--- config.mk ---
export PLATFORM = sky130hd
export DESIGN_NAME = cpuex_top
export DESIGN_NICKNAME = d
export VERILOG_FILES = /design/src/logic/cpuex_pkg.sv /design/src/logic/cpuex_top.sv
export VERILOG_INCLUDE_DIRS = /design/src /design/src/logic
export SDC_FILE = /design/constraint.sdc
export NUM_CORES = 1
export LEC_CHECK = 0
export BUFFER_PORTS_ARGS = -buffer_cell sky130_fd_sc_hd__buf_2
export CAP_MARGIN = 20
export CORE_ASPECT_RATIO = 0.6
export CORE_UTILIZATION = 56
export DETAILED_ROUTE_END_ITERATION = 8
export PLACE_DENSITY_LB_ADDON = 0.25
export SLEW_MARGIN = 20
export SYNTH_ARGS = -nofsm -noshare
export SYNTH_HDL_FRONTEND = slang
export SYNTH_SLANG_ARGS = --single-unit
export TNS_END_PERCENT = 20
--- constraint.sdc ---
create_clock -name sys_clk -period 4.65 [get_ports sys_clk]
set_input_delay 0.6975 -clock sys_clk [delete_from_list [all_inputs] [get_ports sys_clk]]
set_output_delay 0.6975 -clock sys_clk [all_outputs]
set_load 0.01 [all_outputs]
--- src/logic/cpuex_regs.svh ---
// Purpose: constants of the cpu exception and edge logic
// Assumes: 32-bit classic wishbone, byte addresses below
// Notes:   the block keeps the status word and the exception save state
//----------------------------------------------------------------------
// What this block does
// - mask-all op sets the mask flag; unmask-all op clears it
// - handler return and status-word load also rewrite the mask flag
// - non-maskable requests and exceptions ignore the mask flag
// - accepting a maskable request sets the mask flag
// - maskable request waits while masked; taken when pending, unmasked and no op retires
// - software vector op raises a software exception unless its encoding is illegal
// - software exception saves pc and status, writes cause, sets flags
// - vector 00-0f goes to 00000040, vector 10-1f goes to 00000050
// - with fault flag set, handler return restores pc and status
// - fault flag is set on every exception
// - bits 10:5 all ones, 26:23 at least 0111, bit 16 zero is illegal
// - illegal op saves to debug registers, sets three flags, jumps 60
// - debug return restores pc and status from debug registers
// - debug save registers usable only between illegal op and return
// - debug break always taken, saves, sets flags, jumps 00000060
// - debug break ends with debug return; save registers gated alike
// - edge select pair: 00 none, 01 rising, 10 falling, 11 both
// - after reset the nonmask pin detects no edge
// - bit 2 nonmask pin, bits 3-6 ext pins 0-3, reset 00, byte access
// - a nonmask edge can wake from stop without the clock
// - reset loads the status word with 00000020
//----------------------------------------------------------------------
`ifndef CPUEX_REGS_SVH
`define CPUEX_REGS_SVH

// wishbone byte addresses
`define CPUEX_ADR_FALL   6'h00
`define CPUEX_ADR_RISE   6'h04
`define CPUEX_ADR_PSW    6'h08
`define CPUEX_ADR_TPC    6'h0c
`define CPUEX_ADR_TPSW   6'h10
`define CPUEX_ADR_CAUSE  6'h14
`define CPUEX_ADR_DPC    6'h18
`define CPUEX_ADR_DPSW   6'h1c

// system register numbers for the load op
`define CPUEX_SR_TPC     5'h00
`define CPUEX_SR_TPSW    5'h01
`define CPUEX_SR_CAUSE   5'h04
`define CPUEX_SR_PSW     5'h05
`define CPUEX_SR_DPC     5'h06
`define CPUEX_SR_DPSW    5'h07

// status word fields and reset
`define CPUEX_PSW_ID     5
`define CPUEX_PSW_EP     6
`define CPUEX_PSW_NP     7
`define CPUEX_PSW_RESET  32'h0000_0020

// edge register layout
`define CPUEX_EDGE_LSB   2
`define CPUEX_EDGE_RESET 8'h00

// handler addresses and cause code
`define CPUEX_VEC_LOW    32'h0000_0040
`define CPUEX_VEC_HIGH   32'h0000_0050
`define CPUEX_VEC_DEBUG  32'h0000_0060
`define CPUEX_CODE_BASE  16'h0040

`endif

--- src/logic/cpuex_pkg.sv ---
// Purpose: types of the cpu exception and edge logic
// Assumes: constants live in cpuex_regs.svh
// Notes:   the op code is one-hot, yet decode compares the whole 8-bit value
package cpuex_pkg;

    typedef enum logic [7:0] {
        OP_NONE     = 8'h01,
        OP_MASK     = 8'h02,
        OP_UNMASK   = 8'h04,
        OP_RETURN   = 8'h08,
        OP_SRLOAD   = 8'h10,
        OP_SWVEC    = 8'h20,
        OP_DBREAK   = 8'h40,
        OP_DBRETURN = 8'h80
    } cpuex_op_t;

    // one retiring instruction from the pipeline
    typedef struct packed {
        logic        valid;
        cpuex_op_t   op;
        logic [31:0] instr;
        logic [31:0] retPc;
        logic [4:0]  vector;
        logic [4:0]  srSel;
        logic [31:0] srData;
    } cpuex_cmd_t;

    // redirect handed back to the fetch stage
    typedef struct packed {
        logic        load;
        logic [31:0] target;
    } cpuex_jump_t;

    // whole register state of the block
    typedef struct packed {
        logic [31:0] program_status_word;
        logic [31:0] tpc;
        logic [31:0] tpsw;
        logic [31:0] cause;
        logic [31:0] dpc;
        logic [31:0] dpsw;
        logic        dbgWin;
        logic [7:0]  fallSel;
        logic [7:0]  riseSel;
        logic [4:0]  pinMeta;
        logic [4:0]  pinSync;
        logic [4:0]  pinLast;
        logic [4:0]  reqPulse;
        logic        maskAck;
        cpuex_jump_t jump;
        logic        ack;
        logic [31:0] rdData;
    } cpuex_state_t;

endpackage : cpuex_pkg

--- src/logic/cpuex_top.sv ---
// Purpose: exception entry and return, status word, request edge select
// Assumes: one retiring instruction a cycle at most, pins sync to sys_clk
// Notes:   redirect and new status word appear on the same edge
`timescale 1ns/1ps
`include "cpuex_regs.svh"

module cpuex_top
    import cpuex_pkg::*;
(
    // clock and reset
    input  wire logic        sys_clk,
    input  wire logic        rst_b,
    // wishbone slave
    input  wire logic        wb_cyc_i,
    input  wire logic        wb_stb_i,
    input  wire logic        wb_we_i,
    input  wire logic [5:0]  wb_adr_i,
    input  wire logic [3:0]  wb_sel_i,
    input  wire logic [31:0] wb_dat_i,
    output logic      [31:0] wb_dat_o,
    output logic             wb_ack_o,
    // pipeline side
    input  wire cpuex_cmd_t  cmd,
    output cpuex_jump_t      jump,
    output logic      [31:0] programStatusWord,
    output logic             debugWindow,
    // maskable request from the interrupt controller
    input  wire logic        requestPendingFlag,
    output logic             maskAccept,
    // request pins
    input  wire logic        nonmaskRequestPin,
    input  wire logic [3:0]  extRequestPin,
    output logic             nonmaskRequest,
    output logic      [3:0]  extRequest,
    output logic             stopWake
);

    //------------------------------------------------------------------
    // state
    //------------------------------------------------------------------
    cpuex_state_t s_q;
    cpuex_state_t s_d;

    logic [4:0]  pinRaw;
    logic [4:0]  fallBits;
    logic [4:0]  riseBits;
    logic [4:0]  edgeHit;
    logic        illegalOp;
    logic        busReq;
    logic        busWr;
    logic        doExc;
    logic [31:0] swVecAddr;

    assign pinRaw   = {extRequestPin, nonmaskRequestPin};
    assign fallBits = s_q.fallSel[`CPUEX_EDGE_LSB +: 5];
    assign riseBits = s_q.riseSel[`CPUEX_EDGE_LSB +: 5];

    //------------------------------------------------------------------
    // edge detection, one lane per request pin
    //------------------------------------------------------------------
    genvar gi;
    generate
        for (gi = 0; gi < 5; gi++)
        begin : g_edge
            // pair 00 yields nothing, so reset state sees no edge
            assign edgeHit[gi] =
                (riseBits[gi] & s_q.pinSync[gi] & ~s_q.pinLast[gi]) |
                (fallBits[gi] & ~s_q.pinSync[gi] & s_q.pinLast[gi]);
        end
    endgenerate

    // stop wake is combinational so it works while the clock is halted;
    // it compares the raw pin with the last level seen before stopping
    assign stopWake =
        (riseBits[0] & nonmaskRequestPin & ~s_q.pinLast[0]) |
        (fallBits[0] & ~nonmaskRequestPin & s_q.pinLast[0]);

    //------------------------------------------------------------------
    // instruction decode
    //------------------------------------------------------------------
    assign illegalOp = cmd.valid &&
                       (cmd.instr[10:5] == 6'h3f) &&
                       (cmd.instr[26:23] >= 4'h7) &&
                       !cmd.instr[16];

    // vector bit 4 picks the handler slot
    assign swVecAddr = cmd.vector[4] ? `CPUEX_VEC_HIGH
                                     : `CPUEX_VEC_LOW;

    assign doExc = illegalOp ||
                   (cmd.valid && (cmd.op == OP_SWVEC ||
                                  cmd.op == OP_DBREAK));

    assign busReq = wb_cyc_i && wb_stb_i && !s_q.ack;
    assign busWr  = busReq && wb_we_i && wb_sel_i[0];

    //------------------------------------------------------------------
    // next state
    //------------------------------------------------------------------
    always_comb
    begin
        s_d = s_q;
        s_d.jump.load = 1'b0;
        s_d.maskAck   = 1'b0;
        s_d.ack       = 1'b0;

        // two-flop sync, then edge history
        s_d.pinMeta  = pinRaw;
        s_d.pinSync  = s_q.pinMeta;
        s_d.pinLast  = s_q.pinSync;
        s_d.reqPulse = edgeHit;

        // pipeline ops; an illegal opcode wins over whatever op it carries
        if (illegalOp)
        begin
            s_d.dpc  = cmd.retPc;
            s_d.dpsw = s_q.program_status_word;
            s_d.program_status_word[`CPUEX_PSW_NP] = 1'b1;
            s_d.program_status_word[`CPUEX_PSW_EP] = 1'b1;
            s_d.program_status_word[`CPUEX_PSW_ID] = 1'b1;
            s_d.dbgWin      = 1'b1;
            s_d.jump.load   = 1'b1;
            s_d.jump.target = `CPUEX_VEC_DEBUG;
        end
        else if (cmd.valid)
        begin
            case (cmd.op)
                OP_MASK:
                begin
                    s_d.program_status_word[`CPUEX_PSW_ID] = 1'b1;
                end
                OP_UNMASK:
                begin
                    s_d.program_status_word[`CPUEX_PSW_ID] = 1'b0;
                end
                OP_SWVEC:
                begin
                    // never gated by any mask flag
                    s_d.tpc   = cmd.retPc;
                    s_d.tpsw  = s_q.program_status_word;
                    s_d.cause[15:0] = `CPUEX_CODE_BASE +
                                      {11'h000, cmd.vector};
                    s_d.program_status_word[`CPUEX_PSW_EP] = 1'b1;
                    s_d.program_status_word[`CPUEX_PSW_ID] = 1'b1;
                    s_d.jump.load   = 1'b1;
                    s_d.jump.target = swVecAddr;
                end
                OP_DBREAK:
                begin
                    s_d.dpc  = cmd.retPc;
                    s_d.dpsw = s_q.program_status_word;
                    s_d.program_status_word[`CPUEX_PSW_NP] = 1'b1;
                    s_d.program_status_word[`CPUEX_PSW_EP] = 1'b1;
                    s_d.program_status_word[`CPUEX_PSW_ID] = 1'b1;
                    s_d.dbgWin      = 1'b1;
                    s_d.jump.load   = 1'b1;
                    s_d.jump.target = `CPUEX_VEC_DEBUG;
                end
                OP_RETURN:
                begin
                    // only the fault path has save registers here;
                    // with the fault flag clear the return is ignored
                    if (s_q.program_status_word[`CPUEX_PSW_EP])
                    begin
                        s_d.program_status_word         = s_q.tpsw;
                        s_d.jump.load   = 1'b1;
                        s_d.jump.target = s_q.tpc;
                    end
                end
                OP_DBRETURN:
                begin
                    s_d.program_status_word         = s_q.dpsw;
                    s_d.dbgWin      = 1'b0;
                    s_d.jump.load   = 1'b1;
                    s_d.jump.target = s_q.dpc;
                end
                OP_SRLOAD:
                begin
                    case (cmd.srSel)
                        `CPUEX_SR_PSW:   s_d.program_status_word   = cmd.srData;
                        `CPUEX_SR_TPC:   s_d.tpc   = cmd.srData;
                        `CPUEX_SR_TPSW:  s_d.tpsw  = cmd.srData;
                        `CPUEX_SR_CAUSE: s_d.cause = cmd.srData;
                        `CPUEX_SR_DPC:
                        begin
                            if (s_q.dbgWin)
                                s_d.dpc = cmd.srData;
                        end
                        `CPUEX_SR_DPSW:
                        begin
                            if (s_q.dbgWin)
                                s_d.dpsw = cmd.srData;
                        end
                        default: s_d.cause = s_q.cause;
                    endcase
                end
                default:
                begin
                    s_d.jump.load = 1'b0;
                end
            endcase
        end

        // maskable request: lower priority than any op this cycle,
        // and any op that retires, status-word op or not, holds it off that cycle
        if (requestPendingFlag && !s_q.program_status_word[`CPUEX_PSW_ID] &&
            !doExc && !cmd.valid && !s_q.maskAck)
        begin
            s_d.maskAck = 1'b1;
            s_d.program_status_word[`CPUEX_PSW_ID] = 1'b1;
        end

        // wishbone: one wait state, ack stands one cycle
        if (busReq)
        begin
            s_d.ack = 1'b1;
            case (wb_adr_i)
                `CPUEX_ADR_FALL:  s_d.rdData = {24'h000000, s_q.fallSel};
                `CPUEX_ADR_RISE:  s_d.rdData = {24'h000000, s_q.riseSel};
                `CPUEX_ADR_PSW:   s_d.rdData = s_q.program_status_word;
                `CPUEX_ADR_TPC:   s_d.rdData = s_q.tpc;
                `CPUEX_ADR_TPSW:  s_d.rdData = s_q.tpsw;
                `CPUEX_ADR_CAUSE: s_d.rdData = s_q.cause;
                `CPUEX_ADR_DPC:
                    s_d.rdData = s_q.dbgWin ? s_q.dpc : 32'h0;
                `CPUEX_ADR_DPSW:
                    s_d.rdData = s_q.dbgWin ? s_q.dpsw : 32'h0;
                default:          s_d.rdData = 32'h0;
            endcase
            // byte lane 0 only; upper lanes are ignored
            if (busWr && wb_adr_i == `CPUEX_ADR_FALL)
                s_d.fallSel = wb_dat_i[7:0];
            if (busWr && wb_adr_i == `CPUEX_ADR_RISE)
                s_d.riseSel = wb_dat_i[7:0];
        end
    end

    //------------------------------------------------------------------
    // registers
    //------------------------------------------------------------------
    always_ff @(posedge sys_clk or negedge rst_b)
    begin
        if (!rst_b)
        begin
            s_q          <= '0;
            s_q.program_status_word      <= `CPUEX_PSW_RESET;
            s_q.fallSel  <= `CPUEX_EDGE_RESET;
            s_q.riseSel  <= `CPUEX_EDGE_RESET;
        end
        else
        begin
            s_q <= s_d; // saves and flags land with the redirect
        end
    end

    //------------------------------------------------------------------
    // outputs
    //------------------------------------------------------------------
    assign jump              = s_q.jump;
    assign programStatusWord = s_q.program_status_word;
    assign debugWindow       = s_q.dbgWin;
    assign maskAccept        = s_q.maskAck;
    assign nonmaskRequest    = s_q.reqPulse[0];
    assign extRequest        = s_q.reqPulse[4:1];
    assign wb_ack_o          = s_q.ack;
    assign wb_dat_o          = s_q.rdData;

endmodule : cpuex_top

==> metrics.csv <==
stage,metric,value,unit
drt,routed wire length,48800,µm
setup_path,CP arrival,3.53,ns
clock_tree,"Hold-fix buffers, CTS",0,
floorplanning,height of the die,130,µm
sta,f_max,0.324,GHz
yosys,Post-Syn Area,15200,µm²
place,routability cong.,0.894,
cells_and_area,share of cells above drive strength 1,0.308,
global_route,initial antenna violation count,1,
global_route,overall fraction of global-route tracks in use,0.351,
run_status,status,"complete, no violations",
pwr,combinational share of power,0.088,
floorplanning,initial core utilization,0.573,
clock_tree,Clock Root Buffer,clkbuf_16,
clock_tree,clk slew on worst S/H paths,0.06,ns
pwr,LEAKAGE,8.07,nW
yosys,Yosys reg bits,296,
yosys,Syn Area/Cell,10.6,µm²
global_route,vias in the first global route,12500,
job,MaxCap Viol Count,0,
place,port bufs,225,
cells_and_area,"commonest non-fill, non-tap cell in the layout",dfrtp_1,
cells_and_area,most frequent cells in the layout,"295 x dfrtp_1, 224 x buf_2, 127 x mux2_2",
floorplanning,IO Count,274,
pwr,sw power,1.42,mW
drt,Via Count,12900,
yosys,post-synthesis mux area share,0.0938,
clock_tree,clock buffer depth,3,
place,DP Wirelength,29300,µm
pwr,internal power,4.04,mW
yosys,Post-Synthesis Cells,1434,
cells_and_area,Sequential Area,7410,µm²
yosys,Yosys cell types,67,
worst_hold_path,HP Class,input port to async pin,
drt,number of DRC markers in iteration 0,1718,
yosys,Post-Synth XOR/XNOR Area,0.00172,
cells_and_area,Final nets,1668,
drt,drt via density,6.83,
sta,RSZ-0062 raised after global routing,no,
clock_tree,CTS tree,built,
drt,per-cell routed wire length,25.9,µm
pwr,VDD IR-drop max,0.217,mV
global_route,largest net degree at the start of global routing,108,
sta,Final Cycle Share,0.663,
yosys,largest family of logic cells by synthesized area,compound AO/OA/AOI/OAI gates,
floorplanning,cell row count,46,
cells_and_area,Area Overhead vs Synth,10.8,%
yosys,Post-synth EDFFs,0,
pwr,pwr dens,323,nW/µm²
sta,final setup TNS,0,ns
place,dpl ws,1.16,ns
cells_and_area,utilization after layout,0.635,
floorplanning,die area,27900,µm²
setup_path,critical path type,input port to flop,
drt,DRC Markers,0,
sta,Layout Skew,0.0174,ns
setup_path,cells along the critical path,"buf_2, nor4b_1, a211oi_2, nor3_1, nand2_2, mux2_2",
clock_tree,CTS HTree Levels,1,
setup_path,crit-path max cell delay,0.86,ns
cells_and_area,Fillers,2168,
clock_tree,PostCTS Resize Cnt,0,
global_route,GRT overflow,0,
setup_path,startpoint types,input port,
global_route,global-route wire length before repair,74900,µm
pwr,sw frac,0.260,
pwr,Seq pwr share,0.503,
sta,Rel. slew slack,0.255,
drt,drt first pass iters,5,
clock_tree,TritonCTS Sinks,296,
sta,Final Hold Fails,0,
setup_path,"Slowest-stage cell, CP",nor4b_1,
floorplanning,core area,26600,µm²
yosys,Synth Area in Compound Gates,0.237,
yosys,YS warnings,0,
cells_and_area,multi-input combinational cell area,6690,µm²
setup_path,reg-to-reg startpoint,wb_ack_o$_DFF_PN0_,
pwr,final total power,5.46,mW
sta,final setup fails,0,
yosys,adder-cell share of the synthesized area,0,
yosys,ys flop type,dfrtp_1,
yosys,Syn Nets,1602,
setup_path,CP startpoint,cmd[33],
floorplanning,Die W,215,µm
sta,Final Max Slew Viols,0,
sta,Final min period,3.08,ns
setup_path,worst-path maximum fanout,29,
setup_path,Critical Path RT,5.10,ns
yosys,Synth Area in Simple Gates,0.0974,
setup_path,CP Capture Type,flop,
clock_tree,Worst-Skew Late Latency,0.57,ns
clock_tree,Post-CTS Setup Inserts,0,
yosys,"Async S/R FF share, synth",1.00,
drt,ANT nets after route,0,
yosys,"Seq/Total Area, Yosys",0.486,
clock_tree,clock buffer count from CTS,29,
sta,Final WS setup,1.57,ns
pwr,clock network fraction of total power,0.409,
sta,Least-Margin Pin Slew,1.12,ns
==> power groups by stage <==
| stage | logic (mW) | clock network [mW] | registers, mW |
|---|---|---|---|
| 2_1_floorplan | 0.247 | 0 | 2.76 |
| 3_3_place_gp | 0.461 | 0 | 2.78 |
| 3_5_place_dp | 0.470 | 0 | 2.79 |
| 4_1_cts | 0.473 | 2.26 | 2.74 |
| 5_1_grt | 0.518 | 2.36 | 2.75 |
| 6_report | 0.479 | 2.23 | 2.75 |
==> layout make-up <==
cell class	count	area share
clock inverters	11	0.00400
clock buffers	42	0.0476
multi-input cells	909	0.396
inverters	7	0.00156
well taps	360	0.0267
flip-flops and latches	296	0.439
repair buffers	257	0.0852
diodes	1	0.000148
==> metrics by stage <==
step / instance area (µm²) / hold WS (ns) / std cells
5_1_grt: 16900 / 0.223 / 1883
6_report: 16900 / 0.180 / 1883
3_3_place_gp: 16000 / 0.333 / 1829
3_5_place_dp: 16000 / 0.335 / 1829
4_1_cts: 16900 / 0.217 / 1882
2_1_floorplan: 15200 / 0.331 / 1434
==> routing by layer <==
| layer | up-vias | part of all wire | GRT usage |
|---|---|---|---|
| li1 | 5444 | - | - |
| met1 | 6377 | 0.41 | 0.514 |
| met2 | 925 | 0.44 | 0.516 |
| met3 | 108 | 0.13 | 0.0890 |
| met4 | 0 | 0.022 | 0.106 |
| met5 | - | 0 | 0 |
==> critical path: cells and delay by family <==
| kind | cells | cell delay (ns) |
|---|---|---|
| compound gates | 1 | 0.22 |
| mux | 1 | 0.52 |
| simple gates | 3 | 1.95 |
| buf+inv | 1 | 0.11 |
==> cells by family (layout without fill, tap and decap cells) <==
logic type / Yosys count / count (layout)
other: 0 / 1
xor gates and xnor gates: 3 / 3
muxes: 127 / 127
DFF: 296 / 296
and+or+nand+nor: 288 / 288
AOI/OAI and AO/OA: 491 / 491
buffers and inverters: 229 / 317
==> sequential cells by signal, indices dropped and copies added, names as in the netlist <==
signal,count
s_q,171
jump,33
programStatusWord,32
wb_dat_o,32
s_d,10
fallBits,5
riseBits,5
extRequest,4
debugWindow,1
maskAccept,1
nonmaskRequest,1
wb_ack_o,1
==> synth_stat cells, types with 33 or more instances <==
cell type	n	area share
dfrtp_1	295	0.48
mux2_2	127	0.094
nand2_1	108	0.027
a22o_1	104	0.060
buf_4	102	0.050
a21oi_1	101	0.033
clkbuf_1	95	0.023
o21ai_0	77	0.025
a32o_1	48	0.032
nor2_1	40	0.0098
nand3_1	36	0.012
a22oi_1	34	0.017
and3_1	34	0.014
a211oi_1	33	0.016
==> worst paths after layout <==
check | cells past startpoint | endpoint | slack [ns]
worst min-delay path | 1 | jump[8]$_DFFE_PN0P_ | 0.18
worst max-delay path | 6 | programStatusWord[16]$_DFFE_PN0P_ | 1.57
worst max register to register | 5 | s_q[88]$_DFFE_PN0P_ | 1.98
worst min register to register | 0 | s_d[74]$_DFF_PN0_ | 0.35
max in group asynchronous | 2 | programStatusWord[25]$_DFFE_PN0P_ | 3.39
min in group sys_clk | 1 | s_d[78]$_DFF_PN0_ | 0.25
(Power assumes the default switching activity.)
